===== src/verilog/selwake_pkg.sv =====
// Shared constants and types for the selective-wake flag block
package selwake_pkg;

	// ----------------------------------------------------------------
	// Register word indices (byte address = index * 4)
	// ----------------------------------------------------------------
	localparam logic [6:0] IDX_STATUS = 7'h00;
	localparam logic [6:0] IDX_BUSCTRL = 7'h01;
	localparam logic [6:0] IDX_WKSTAT = 7'h02;
	localparam logic [6:0] IDX_SWKSTAT = 7'h03;
	localparam logic [6:0] IDX_SWKCTRL = 7'h04;
	localparam logic [6:0] IDX_ECNT = 7'h05;
	localparam logic [6:0] IDX_CFG_FIRST = 7'h21;
	localparam logic [6:0] IDX_CFG_LAST = 7'h33;

	// ----------------------------------------------------------------
	// Field positions
	// ----------------------------------------------------------------
	localparam int ST_POR = 0;
	localparam int ST_FAIL = 1;
	localparam int WK_CHAN = 0;
	localparam int SW_PAT = 0;
	localparam int SW_FRAME = 1;
	localparam int SW_ERR = 2;
	localparam int SW_TO = 3;
	localparam int SW_SIL = 4;
	localparam int SW_SYNC = 5;
	localparam int SW_ARMED = 6;
	localparam int CT_VALID = 0;
	localparam int CT_TOMASK = 1;

	// ----------------------------------------------------------------
	// Mode encoding and counter limits
	// ----------------------------------------------------------------
	localparam logic [2:0] MODE_RESET = 3'h0;
	localparam logic [1:0] LOW_OFF = 2'h0;
	localparam logic [1:0] LOW_WAKE = 2'h1;
	localparam logic [1:0] LOW_NORMAL = 2'h3;
	localparam logic [5:0] ECNT_LAST = 6'h1f;
	localparam logic [5:0] ECNT_ZERO = 6'h00;
	localparam logic [31:0] RDATA_ZERO = 32'h0000_0000;

	// Device operating mode, driven by the chip's mode controller
	typedef enum logic [1:0] {
		SBC_NORMAL,
		SBC_STOP,
		SBC_SLEEP,
		SBC_RESTART
	} sbc_mode_t;

	// One-cycle event pulses from the frame decoder and bus monitors
	typedef struct packed {
		logic wupSeen;
		logic frameMatch;
		logic validFrame;
		logic protoError;
		logic busEdge;
		logic busDomTimeout;
		logic txdDomTimeout;
	} bus_events_t;

endpackage


===== src/verilog/can_selective_wake_flags.sv =====
// Selective-wake status flags, mode selection and register slave for one CAN channel
//
// Local design decisions: the Avalon-MM slave port and the address map.
`timescale 1ns/1ps

module can_selective_wake_flags #(
	parameter int unsigned SILENCE_CYCLES = 200000,
	parameter int ADDR_W = 9
) (
	input wire logic clk,
	input wire logic rst_n,
	input wire logic [ADDR_W-1:0] avs_address,
	input wire logic avs_read,
	input wire logic avs_write,
	input wire logic [31:0] avs_writedata,
	output logic [31:0] avs_readdata,
	output logic avs_waitrequest,
	input wire selwake_pkg::sbc_mode_t sbcMode,
	input wire selwake_pkg::bus_events_t busEvents,
	output logic wakeIrq,
	output logic timeoutIrq,
	output logic restartReq,
	output logic transmitEnable,
	output logic receiveDeliver,
	output logic receiveWakeLow,
	output logic swkActive
);

	typedef enum logic [2:0] {
		DET_IDLE,
		DET_FRAME,
		DET_PAT1,
		DET_PAT2,
		DET_WOKEN
	} det_state_t;

	// ----------------------------------------------------------------
	// Storage
	// ----------------------------------------------------------------
	det_state_t detState_q;
	selwake_pkg::sbc_mode_t prevMode_q;
	logic waitReq_q;
	logic [31:0] readData_q;
	logic [2:0] modeBits_q;
	logic powerOn_q, fail_q, chanWake_q;
	logic patWake_q, frameWake_q, sysErr_q, busTimeout_q, silence_q, sync_q, armed_q;
	logic cfgValid_q, toMask_q, wokeByFrame_q;
	logic [5:0] ecnt_q;
	logic [31:0] silenceCnt_q;
	logic wakeIrq_q, timeoutIrq_q, restartReq_q;
	logic txEn_q, rxDel_q, rxLow_q, swkAct_q;

	// ----------------------------------------------------------------
	// Decode
	// ----------------------------------------------------------------
	logic [6:0] idx;
	logic busWr, inNormal, awake, modeWr, cfgWr, swCtrlWr, enterSleep, enterRestart;
	logic newSwk, checkRun, checkOk, swkSel, chanOn, swkRun;
	logic silenceExpire, ecntOverflow, cfgErr, restartErr;
	logic frameWakeEv, patWakeSwk, patWakeWk, patDet1, anyWake, rearm, errClrReq;
	logic [2:0] modeWrVal;

	assign idx = avs_address[8:2];
	// A write takes effect at the edge that sees waitrequest low
	assign busWr = avs_write && !waitReq_q;
	assign inNormal = (sbcMode == selwake_pkg::SBC_NORMAL);
	assign awake = inNormal || (sbcMode == selwake_pkg::SBC_STOP);
	assign modeWrVal = avs_writedata[2:0];
	assign modeWr = busWr && (idx == selwake_pkg::IDX_BUSCTRL) && inNormal;
	assign cfgWr = busWr && inNormal && (idx >= selwake_pkg::IDX_CFG_FIRST) &&
		(idx <= selwake_pkg::IDX_CFG_LAST);
	assign swCtrlWr = busWr && (idx == selwake_pkg::IDX_SWKCTRL);
	assign errClrReq = busWr && (idx == selwake_pkg::IDX_SWKSTAT) &&
		avs_writedata[selwake_pkg::SW_ERR];
	assign enterSleep = (sbcMode == selwake_pkg::SBC_SLEEP) &&
		(prevMode_q != selwake_pkg::SBC_SLEEP);
	assign enterRestart = (sbcMode == selwake_pkg::SBC_RESTART) &&
		(prevMode_q != selwake_pkg::SBC_RESTART);
	assign newSwk = modeWrVal[2] && (modeWrVal[1:0] != selwake_pkg::LOW_OFF);
	assign checkRun = modeWr && newSwk;
	assign checkOk = checkRun && cfgValid_q;
	assign swkSel = modeBits_q[2] && (modeBits_q[1:0] != selwake_pkg::LOW_OFF);
	assign chanOn = (modeBits_q[1:0] != selwake_pkg::LOW_OFF);
	assign swkRun = (detState_q == DET_FRAME) || (detState_q == DET_PAT1);
	assign silenceExpire = ((detState_q == DET_FRAME) || (detState_q == DET_PAT2)) &&
		(silenceCnt_q == 32'(SILENCE_CYCLES - 1));
	assign ecntOverflow = (detState_q == DET_FRAME) && busEvents.protoError &&
		(ecnt_q == selwake_pkg::ECNT_LAST);
	assign cfgErr = cfgWr && swkSel && swkRun;
	assign restartErr = enterRestart && swkSel && swkRun && !wokeByFrame_q;
	assign frameWakeEv = (detState_q == DET_FRAME) && busEvents.frameMatch;
	assign patWakeSwk = (detState_q == DET_PAT2) && busEvents.wupSeen;
	assign patWakeWk = (detState_q == DET_IDLE) && chanOn && busEvents.wupSeen;
	assign patDet1 = (detState_q == DET_PAT1) && busEvents.wupSeen;
	assign anyWake = frameWakeEv || patWakeSwk || patWakeWk || ecntOverflow;
	// Any mode write or sleep entry rearms; sleep entry avoids a lock-up when already woken
	assign rearm = modeWr || enterSleep;

	// ----------------------------------------------------------------
	// Avalon-MM slave: one wait cycle, then the access completes
	// ----------------------------------------------------------------
	always_ff @(posedge clk or negedge rst_n) begin
		if (!rst_n) begin
			waitReq_q <= 1'b1;
			readData_q <= selwake_pkg::RDATA_ZERO;
		end else if ((avs_read || avs_write) && waitReq_q) begin
			waitReq_q <= 1'b0;
			readData_q <= selwake_pkg::RDATA_ZERO;
			if (avs_read) begin
				unique case (idx)
					selwake_pkg::IDX_STATUS: begin
						readData_q[selwake_pkg::ST_POR] <= powerOn_q;
						readData_q[selwake_pkg::ST_FAIL] <= fail_q;
					end
					selwake_pkg::IDX_BUSCTRL: readData_q[2:0] <= modeBits_q;
					selwake_pkg::IDX_WKSTAT: readData_q[selwake_pkg::WK_CHAN] <= chanWake_q;
					selwake_pkg::IDX_SWKSTAT: begin
						readData_q[selwake_pkg::SW_PAT] <= patWake_q;
						readData_q[selwake_pkg::SW_FRAME] <= frameWake_q;
						readData_q[selwake_pkg::SW_ERR] <= sysErr_q;
						readData_q[selwake_pkg::SW_TO] <= busTimeout_q;
						readData_q[selwake_pkg::SW_SIL] <= silence_q;
						readData_q[selwake_pkg::SW_SYNC] <= sync_q;
						readData_q[selwake_pkg::SW_ARMED] <= armed_q;
					end
					selwake_pkg::IDX_SWKCTRL: begin
						readData_q[selwake_pkg::CT_VALID] <= cfgValid_q;
						readData_q[selwake_pkg::CT_TOMASK] <= toMask_q;
					end
					selwake_pkg::IDX_ECNT: readData_q[5:0] <= ecnt_q;
					default: readData_q <= selwake_pkg::RDATA_ZERO;
				endcase
			end
		end else begin
			waitReq_q <= 1'b1;
		end
	end

	always_ff @(posedge clk or negedge rst_n) begin
		if (!rst_n) begin
			prevMode_q <= selwake_pkg::SBC_NORMAL;
		end else begin
			prevMode_q <= sbcMode;
		end
	end

	// ----------------------------------------------------------------
	// Channel mode bits
	// ----------------------------------------------------------------
	// Low bits are rewritten on leaving Normal so readback reflects the mode really run
	always_ff @(posedge clk or negedge rst_n) begin
		if (!rst_n) begin
			modeBits_q <= selwake_pkg::MODE_RESET;
		end else if (modeWr) begin
			modeBits_q <= modeWrVal;
		end else if ((sbcMode == selwake_pkg::SBC_STOP) && (prevMode_q != selwake_pkg::SBC_STOP) &&
			(modeBits_q[1:0] == selwake_pkg::LOW_NORMAL)) begin
			modeBits_q[1:0] <= selwake_pkg::LOW_WAKE;
		end else if ((enterSleep || enterRestart) && modeBits_q[1]) begin
			modeBits_q[1:0] <= selwake_pkg::LOW_WAKE;
		end
	end

	// ----------------------------------------------------------------
	// Detection state machine
	// ----------------------------------------------------------------
	always_ff @(posedge clk or negedge rst_n) begin
		if (!rst_n) begin
			detState_q <= DET_IDLE;
		end else if (modeWr) begin
			if (checkRun) begin
				detState_q <= cfgValid_q ? DET_FRAME : DET_PAT2;
			end else begin
				detState_q <= DET_IDLE;
			end
		end else if (enterSleep && (detState_q == DET_WOKEN)) begin
			// sleep entry does not wait for sync
			detState_q <= (swkSel && !sysErr_q) ? DET_FRAME : DET_IDLE;
		end else if (restartErr) begin
			detState_q <= DET_PAT2;
		end else begin
			unique case (detState_q)
				DET_IDLE: if (patWakeWk) detState_q <= DET_WOKEN;
				DET_FRAME: begin
					if (frameWakeEv || ecntOverflow) begin
						detState_q <= DET_WOKEN;
					end else if (cfgErr) begin
						detState_q <= DET_PAT2;
					end else if (silenceExpire) begin
						detState_q <= DET_PAT1;
					end
				end
				DET_PAT1: begin
					if (cfgErr) begin
						detState_q <= DET_PAT2;
					end else if (patDet1) begin
						detState_q <= DET_FRAME;
					end
				end
				DET_PAT2: if (patWakeSwk) detState_q <= DET_WOKEN;
				DET_WOKEN: detState_q <= DET_WOKEN;
			endcase
		end
	end

	// ----------------------------------------------------------------
	// Silence timer
	// ----------------------------------------------------------------
	always_ff @(posedge clk or negedge rst_n) begin
		if (!rst_n) begin
			silenceCnt_q <= '0;
		end else if (busEvents.busEdge || silenceExpire || !(swkRun || detState_q == DET_PAT2)) begin
			silenceCnt_q <= '0;
		end else begin
			silenceCnt_q <= silenceCnt_q + 32'd1;
		end
	end

	// ----------------------------------------------------------------
	// Protocol error counter
	// ----------------------------------------------------------------
	always_ff @(posedge clk or negedge rst_n) begin
		if (!rst_n) begin
			ecnt_q <= selwake_pkg::ECNT_ZERO;
		end else if (checkOk || rearm || (detState_q == DET_FRAME && silenceExpire)) begin
			ecnt_q <= selwake_pkg::ECNT_ZERO;
		end else if (detState_q == DET_WOKEN) begin
			ecnt_q <= ecnt_q;
		end else if ((detState_q == DET_FRAME) || modeBits_q[1]) begin
			if (busEvents.protoError) begin
				ecnt_q <= ecnt_q + 6'd1;
			end else if (busEvents.validFrame && (ecnt_q != selwake_pkg::ECNT_ZERO)) begin
				ecnt_q <= ecnt_q - 6'd1;
			end
		end
	end

	// ----------------------------------------------------------------
	// Status and wake flags (hardware set wins over software clear)
	// ----------------------------------------------------------------
	always_ff @(posedge clk or negedge rst_n) begin
		if (!rst_n) begin
			powerOn_q <= 1'b1;
			fail_q <= 1'b0;
			chanWake_q <= 1'b0;
		end else begin
			if (busWr && (idx == selwake_pkg::IDX_STATUS)) begin
				powerOn_q <= powerOn_q & ~avs_writedata[selwake_pkg::ST_POR];
			end
			fail_q <= (fail_q & ~(busWr && (idx == selwake_pkg::IDX_STATUS) &&
				avs_writedata[selwake_pkg::ST_FAIL])) |
				busEvents.busDomTimeout | busEvents.txdDomTimeout;
			chanWake_q <= (chanWake_q & ~(busWr && (idx == selwake_pkg::IDX_WKSTAT) &&
				avs_writedata[selwake_pkg::WK_CHAN])) | anyWake;
		end
	end

	always_ff @(posedge clk or negedge rst_n) begin
		if (!rst_n) begin
			patWake_q <= 1'b0;
			frameWake_q <= 1'b0;
		end else begin
			patWake_q <= (patWake_q & ~rearm) | patDet1 | patWakeSwk | patWakeWk;
			frameWake_q <= (frameWake_q & ~rearm) | frameWakeEv;
		end
	end

	always_ff @(posedge clk or negedge rst_n) begin
		if (!rst_n) begin
			sysErr_q <= 1'b0;
		end else if ((checkRun && !cfgValid_q) || ecntOverflow || cfgErr || restartErr) begin
			sysErr_q <= 1'b1;
		end else if (checkOk) begin
			sysErr_q <= 1'b0;
		end else if (errClrReq && !(modeBits_q[2] && !cfgValid_q)) begin
			sysErr_q <= 1'b0;
		end
	end

	always_ff @(posedge clk or negedge rst_n) begin
		if (!rst_n) begin
			busTimeout_q <= 1'b0;
			silence_q <= 1'b0;
			sync_q <= 1'b0;
		end else begin
			busTimeout_q <= (busTimeout_q & ~(busWr && (idx == selwake_pkg::IDX_SWKSTAT) &&
				avs_writedata[selwake_pkg::SW_TO])) | silenceExpire;
			if (silenceExpire) begin
				silence_q <= 1'b1;
			end else if (busEvents.wupSeen) begin
				silence_q <= 1'b0;
			end
			if (!chanOn) begin
				sync_q <= 1'b0;
			end else if (busEvents.protoError) begin
				sync_q <= 1'b0;
			end else if (busEvents.validFrame) begin
				sync_q <= 1'b1;
			end
		end
	end

	always_ff @(posedge clk or negedge rst_n) begin
		if (!rst_n) begin
			armed_q <= 1'b0;
		end else if (checkRun || cfgErr || restartErr ||
			(!anyWake && (detState_q == DET_PAT2) && sysErr_q && !armed_q && modeBits_q[2])) begin
			armed_q <= 1'b1;
		end else if (anyWake || (modeWr && !modeWrVal[2])) begin
			armed_q <= 1'b0;
		end
	end

	// ----------------------------------------------------------------
	// Configuration valid and control
	// ----------------------------------------------------------------
	always_ff @(posedge clk or negedge rst_n) begin
		if (!rst_n) begin
			cfgValid_q <= 1'b0;
			toMask_q <= 1'b0;
			wokeByFrame_q <= 1'b0;
		end else begin
			if (cfgWr || enterRestart || frameWakeEv || patWakeSwk || ecntOverflow) begin
				cfgValid_q <= 1'b0;
			end else if (swCtrlWr) begin
				cfgValid_q <= avs_writedata[selwake_pkg::CT_VALID];
			end
			if (swCtrlWr) begin
				toMask_q <= avs_writedata[selwake_pkg::CT_TOMASK];
			end
			if (frameWakeEv && (sbcMode == selwake_pkg::SBC_SLEEP)) begin
				wokeByFrame_q <= 1'b1;
			end else if (rearm || (sbcMode == selwake_pkg::SBC_NORMAL)) begin
				wokeByFrame_q <= 1'b0;
			end
		end
	end

	// ----------------------------------------------------------------
	// Outputs to the rest of the chip
	// ----------------------------------------------------------------
	always_ff @(posedge clk or negedge rst_n) begin
		if (!rst_n) begin
			wakeIrq_q <= 1'b0;
			timeoutIrq_q <= 1'b0;
			restartReq_q <= 1'b0;
		end else begin
			wakeIrq_q <= anyWake && awake;
			restartReq_q <= anyWake && (sbcMode == selwake_pkg::SBC_SLEEP);
			// Expiry pulses only with toMask_q set in Normal or Stop, flag state ignored; sleep is never woken by it
			timeoutIrq_q <= silenceExpire && toMask_q && awake;
		end
	end

	always_ff @(posedge clk or negedge rst_n) begin
		if (!rst_n) begin
			txEn_q <= 1'b0;
			rxDel_q <= 1'b0;
			rxLow_q <= 1'b0;
			swkAct_q <= 1'b0;
		end else begin
			txEn_q <= inNormal && (modeBits_q[1:0] == selwake_pkg::LOW_NORMAL);
			rxDel_q <= awake && modeBits_q[1];
			// Receive output only signals wake in modes that do not carry bus data
			rxLow_q <= (detState_q == DET_WOKEN) && !modeBits_q[1];
			swkAct_q <= swkRun;
		end
	end

	assign avs_readdata = readData_q;
	assign avs_waitrequest = waitReq_q;
	assign wakeIrq = wakeIrq_q;
	assign timeoutIrq = timeoutIrq_q;
	assign restartReq = restartReq_q;
	assign transmitEnable = txEn_q;
	assign receiveDeliver = rxDel_q;
	assign receiveWakeLow = rxLow_q;
	assign swkActive = swkAct_q;

endmodule // can_selective_wake_flags


===== config.mk =====
export PLATFORM = sky130hd
export DESIGN_NAME = can_selective_wake_flags
export DESIGN_NICKNAME = d
export VERILOG_FILES = /design/src/verilog/selwake_pkg.sv /design/src/verilog/can_selective_wake_flags.sv
export SDC_FILE = /design/constraint.sdc
export NUM_CORES = 1
export LEC_CHECK = 0
export BUFFER_PORTS_ARGS = -buffer_cell sky130_fd_sc_hd__buf_4
export CAP_MARGIN = 20
export CORE_ASPECT_RATIO = 1.4
export CORE_MARGIN = 10
export CORE_UTILIZATION = 54
export DETAILED_ROUTE_END_ITERATION = 7
export PLACE_DENSITY = 0.8
export SYNTH_ARGS = -nofsm -noshare
export SYNTH_HDL_FRONTEND = slang
export SYNTH_SLANG_ARGS = --single-unit
export TNS_END_PERCENT = 30

===== constraint.sdc =====
create_clock -name clk -period 2.6 [get_ports clk]
set_input_delay 0.13 -clock clk [delete_from_list [all_inputs] [get_ports clk]]
set_output_delay 0.13 -clock clk [all_outputs]
set_load 0.02 [all_outputs]

==> tab_implementation.tex <==
\begin{tabular}{lr}
\hline
Metric & Value \\
\hline
\multicolumn{2}{l}{\textbf{Timing}} \\
Clock Skews & 0.0111 ns \\
Final clock period utilization by the worst path & $\sim$93\% \\
Max Slew Vio Count & 0 \\
Final setup violation count & 0 \\
Unrepaired setup endpoints after global routing & no \\
Headroom to the max-slew limit & 38.7\% \\
Achievable frequency & 0.413 GHz \\
Final-layout setup total negative slack & 0 ns \\
Period minus WS final & 2.42 ns \\
Total count of hold-check failures in the final report & 0 \\
Actual transition at the worst max-transition pin & slightly above 0.9 ns \\
\multicolumn{2}{l}{\textbf{Routing}} \\
Max layer used & met4 \\
Number of iterations in the first detailed-routing pass & 4 \\
Met2 Routed Length & 5620 um \\
Post-route met1 wirelength & 3610 um \\
Count of routing violations after the opening detailed-route iteration & 150 \\
Total via count after detailed routing & 3,385 \\
Wire length per cell after detailed routing & 16.7 um \\
Sum of met3 wire segment lengths after detailed routing & 474 um \\
Total Wirelength & between 10,000 and 15,000 um \\
Detail-routed via count per cell & 5.65 \\
Drc violations & 0 \\
Post-detailed-route count of antenna-violating nets & 0 \\
\multicolumn{2}{l}{\textbf{Yosys}} \\
EDFF count, synth & 0 \\
Number of storage elements in the synthesis netlist & 74 \\
Area share of the largest cell type after synthesis & between 40 and 50\% \\
Post-Syn Instances & 448 \\
FFs w/ async S/R, synth & 100\% \\
Post-synthesis instance area & just over 0.004 sq mm \\
Syn. warnings & 0 \\
Biggest area consumer among synthesized cells & sky130\_fd\_sc\_hd\_\_dfrtp\_1 \\
Top post-synthesis cells by area & sky130\_fd\_sc\_hd\_\_dfrtp\_1 (44\%), sky130\_fd\_sc\_hd\_\_nor2\_1 (5.8\%), sky130\_fd\_sc\_hd\_\_buf\_4 (4.6\%), sky130\_fd\_sc\_hd\_\_xor2\_1 (4.3\%), sky130\_fd\_sc\_hd\_\_nand2\_1 (4.0\%) \\
Cell variety after synth & 55 \\
Most used DFF post-synth & sky130\_fd\_sc\_hd\_\_dfrtp\_1 \\
Proportion of synthesized chip area in sequential cells & between 40\% and 50\% \\
Per-instance average area after synthesis & 9.18 sq um \\
\multicolumn{2}{l}{\textbf{Place}} \\
Post-Place Cells & about 580 \\
Count of buffers from port buffering & 38 \\
Detailed Place HPWL & 7550 um \\
GP Congestion & $\sim$0.9 \\
\multicolumn{2}{l}{\textbf{Clock network}} \\
Buffer cell driving the clock tree root & sky130\_fd\_sc\_hd\_\_clkbuf\_8 \\
Clock transition at the registers of the reported paths & 0.08 ns \\
Later-pin clock latency in the skew report & 0.37 ns \\
Deepest clock path buffer count & 2 \\
Clock tree from TritonCTS & built \\
CTS H-tree depth & 3 \\
Number of cells upsized or downsized after cts & 0 \\
\# clock sinks & 74 \\
Number of clock buffers inserted by TritonCTS & 9 \\
\multicolumn{2}{l}{\textbf{Die}} \\
Rows & 37 \\
Die footprint & 0.0116 sq mm \\
Starting density of the core & 55.5\% \\
Die extent in x & 93.7 um \\
Floorplan Core Area & 0.00741 sq mm \\
Die outline height & 123 um \\
Number of I/O pins & 94 \\
\multicolumn{2}{l}{\textbf{Min path}} \\
Path category of the worst min-delay check & input pin to flip-flop \\
\multicolumn{2}{l}{\textbf{Status}} \\
Outcome & completed \\
\multicolumn{2}{l}{\textbf{Critical path}} \\
Arrival @ worst endpoint & 2.66 ns \\
Data required, critical path & 2.84 ns \\
Crit start category & flip-flop \\
CP max FO & 6 \\
Setup crit end kind & flip-flop \\
Crit Path Class & flip-flop to flip-flop \\
\multicolumn{2}{l}{\textbf{Layout}} \\
Fill cell instance count of the final layout & 609 \\
Final antenna diode count & 0 \\
Most common cell after layout, fill and taps aside & sky130\_fd\_sc\_hd\_\_dfrtp\_1 \\
NumNets Final & 557 \\
Layout area overhead & 16.1\% \\
Share of cells above drive strength 1 & between 10\% and 20\% \\
Commonest cells after routing, fill and taps aside & sky130\_fd\_sc\_hd\_\_dfrtp\_1 (72), sky130\_fd\_sc\_hd\_\_nor2\_1 (63), sky130\_fd\_sc\_hd\_\_buf\_4 (46) \\
Final cell count without fillers & 599 \\
\multicolumn{2}{l}{\textbf{Global routing}} \\
Global-route wire length before repair & 16,800 um \\
Number of global-route vias before repair & 3,543 \\
Global-route usage over all layers & 18.2\% \\
Gr ovfl total & 0 \\
Number of antenna violations at the first check in global routing & 0 \\
Pin count of the biggest net entering global routing & 75 \\
\multicolumn{2}{l}{\textbf{Power and ir drop}} \\
Maximum VDD drop & 359 uV \\
P\_leak & 2.12 nW \\
Pwr Density & 565 mW/mm\^{}2 \\
\multicolumn{2}{l}{\textbf{Flow run}} \\
Reported max-cap violation count & 0 \\
\hline
\end{tabular}
-- worst max-delay path, stage by stage (launching register included) --
cell and delay (ns):
sky130_fd_sc_hd__dfrtp_1 0.39, sky130_fd_sc_hd__ha_1 0.23, sky130_fd_sc_hd__and3_1 0.24, sky130_fd_sc_hd__nand3_2 0.13, sky130_fd_sc_hd__or4_1 0.61, sky130_fd_sc_hd__buf_4 0.20, sky130_fd_sc_hd__o21ai_1 0.40, sky130_fd_sc_hd__nor2_1 0.10
-- logic make-up after synthesis --
family          share of synthesized area [%]
simple gates                             24.0
flops                                    45.1
compound gates                           11.5
buf+inv                                  7.18
xor+xnor                                 7.24
mux                                      2.86
fa+ha+maj                                2.01
other cells                            0.0912
-- power by group --
part | switching [mW] | internal (mW)
combinational | 0.198 | 0.114
sequential | 0.0191 | 1.18
clock | 0.453 | 0.734
total | 0.669 | 2.03
-- flip-flops by register name, indices dropped and copies added, names as in the netlist, 2 cells and up --
| signal | cells |
|---|---|
| prevMode_q | 2 |
| avs_readdata | 7 |
| silenceCnt_q | 32 |
| ecnt_q | 6 |
| modeBits_q | 3 |
| detState_q | 3 |
-- timing repair --
item,CTS,global route
setup buffers,0,0
hold endpoints to repair,78,0
hold buffers,7,0
-- layer usage --
metal  global-route usage (%)  vias up
met5                        0        -
li1                         -     1613
met3                     4.37       27
met2                     33.8       89
met4                     9.33        0
met1                     18.4     1656
-- final cells by class --
cell class	instances	area [sq um]	area share, %
Clock buffer	9	124	2.60
Multi-Input combinational cell	346	2050	43.0
Timing Repair Buffer	54	435	9.12
Inverter	12	45.0	0.944
Tap cell	97	121	2.54
Sequential cell	74	1850	38.8
Clock inverter	7	141	2.96
-- cells in the mapped netlist, types with 6 or more instances --
| cell type | count |
|---|---|
| sky130_fd_sc_hd__nand3_1 | 19 |
| sky130_fd_sc_hd__nor3_1 | 12 |
| sky130_fd_sc_hd__xnor2_1 | 14 |
| sky130_fd_sc_hd__o21ai_0 | 28 |
| sky130_fd_sc_hd__xor2_1 | 20 |
| sky130_fd_sc_hd__inv_1 | 12 |
| sky130_fd_sc_hd__and2_1 | 6 |
| sky130_fd_sc_hd__clkbuf_1 | 10 |
| sky130_fd_sc_hd__dfrtp_1 | 72 |
| sky130_fd_sc_hd__buf_4 | 25 |
| sky130_fd_sc_hd__nor2b_1 | 7 |
| sky130_fd_sc_hd__nand4_1 | 12 |
| sky130_fd_sc_hd__nand2_1 | 44 |
| sky130_fd_sc_hd__nor2_1 | 63 |
| sky130_fd_sc_hd__and3_1 | 8 |
| sky130_fd_sc_hd__a21oi_1 | 10 |
-- path summary, 6_finish.rpt --
| path | from | to | slack (ns) | depth (start not counted) |
|---|---|---|---|---|
| worst max-delay path | silenceCnt_q[0] | ecnt_q[5] | 0.18 | 7 |
| worst min-delay path | avs_writedata[1] | modeBits_q[1] | 0.008 | 3 |
| worst max register to register | silenceCnt_q[0] | ecnt_q[5] | 0.18 | 7 |
| worst min register to register | powerOn_q | powerOn_q | 0.46 | 1 |
| max in group asynchronous | rst_n | silenceCnt_q[18] | 1.57 | 2 |
| min in group asynchronous | rst_n | silenceCnt_q[30] | 0.45 | 2 |
-- metrics by stage --
step                      hold slack (ns)  total power, mW  util [%]  setup WS, ns  instance area (sq um)
final                             0.00783             2.70      64.4         0.181                   4770
after floorplan                    -0.166             1.43         -         0.331                   4200
after global placement              0.311             1.52      59.9         0.251                   4440
after CTS                         0.00458             2.70      64.4         0.172                   4770
after detailed placement            0.314             1.52      59.9         0.207                   4440
after global routing               0.0158             2.79      64.4        0.0343                   4770
Power figures use the tool's default switching activity.
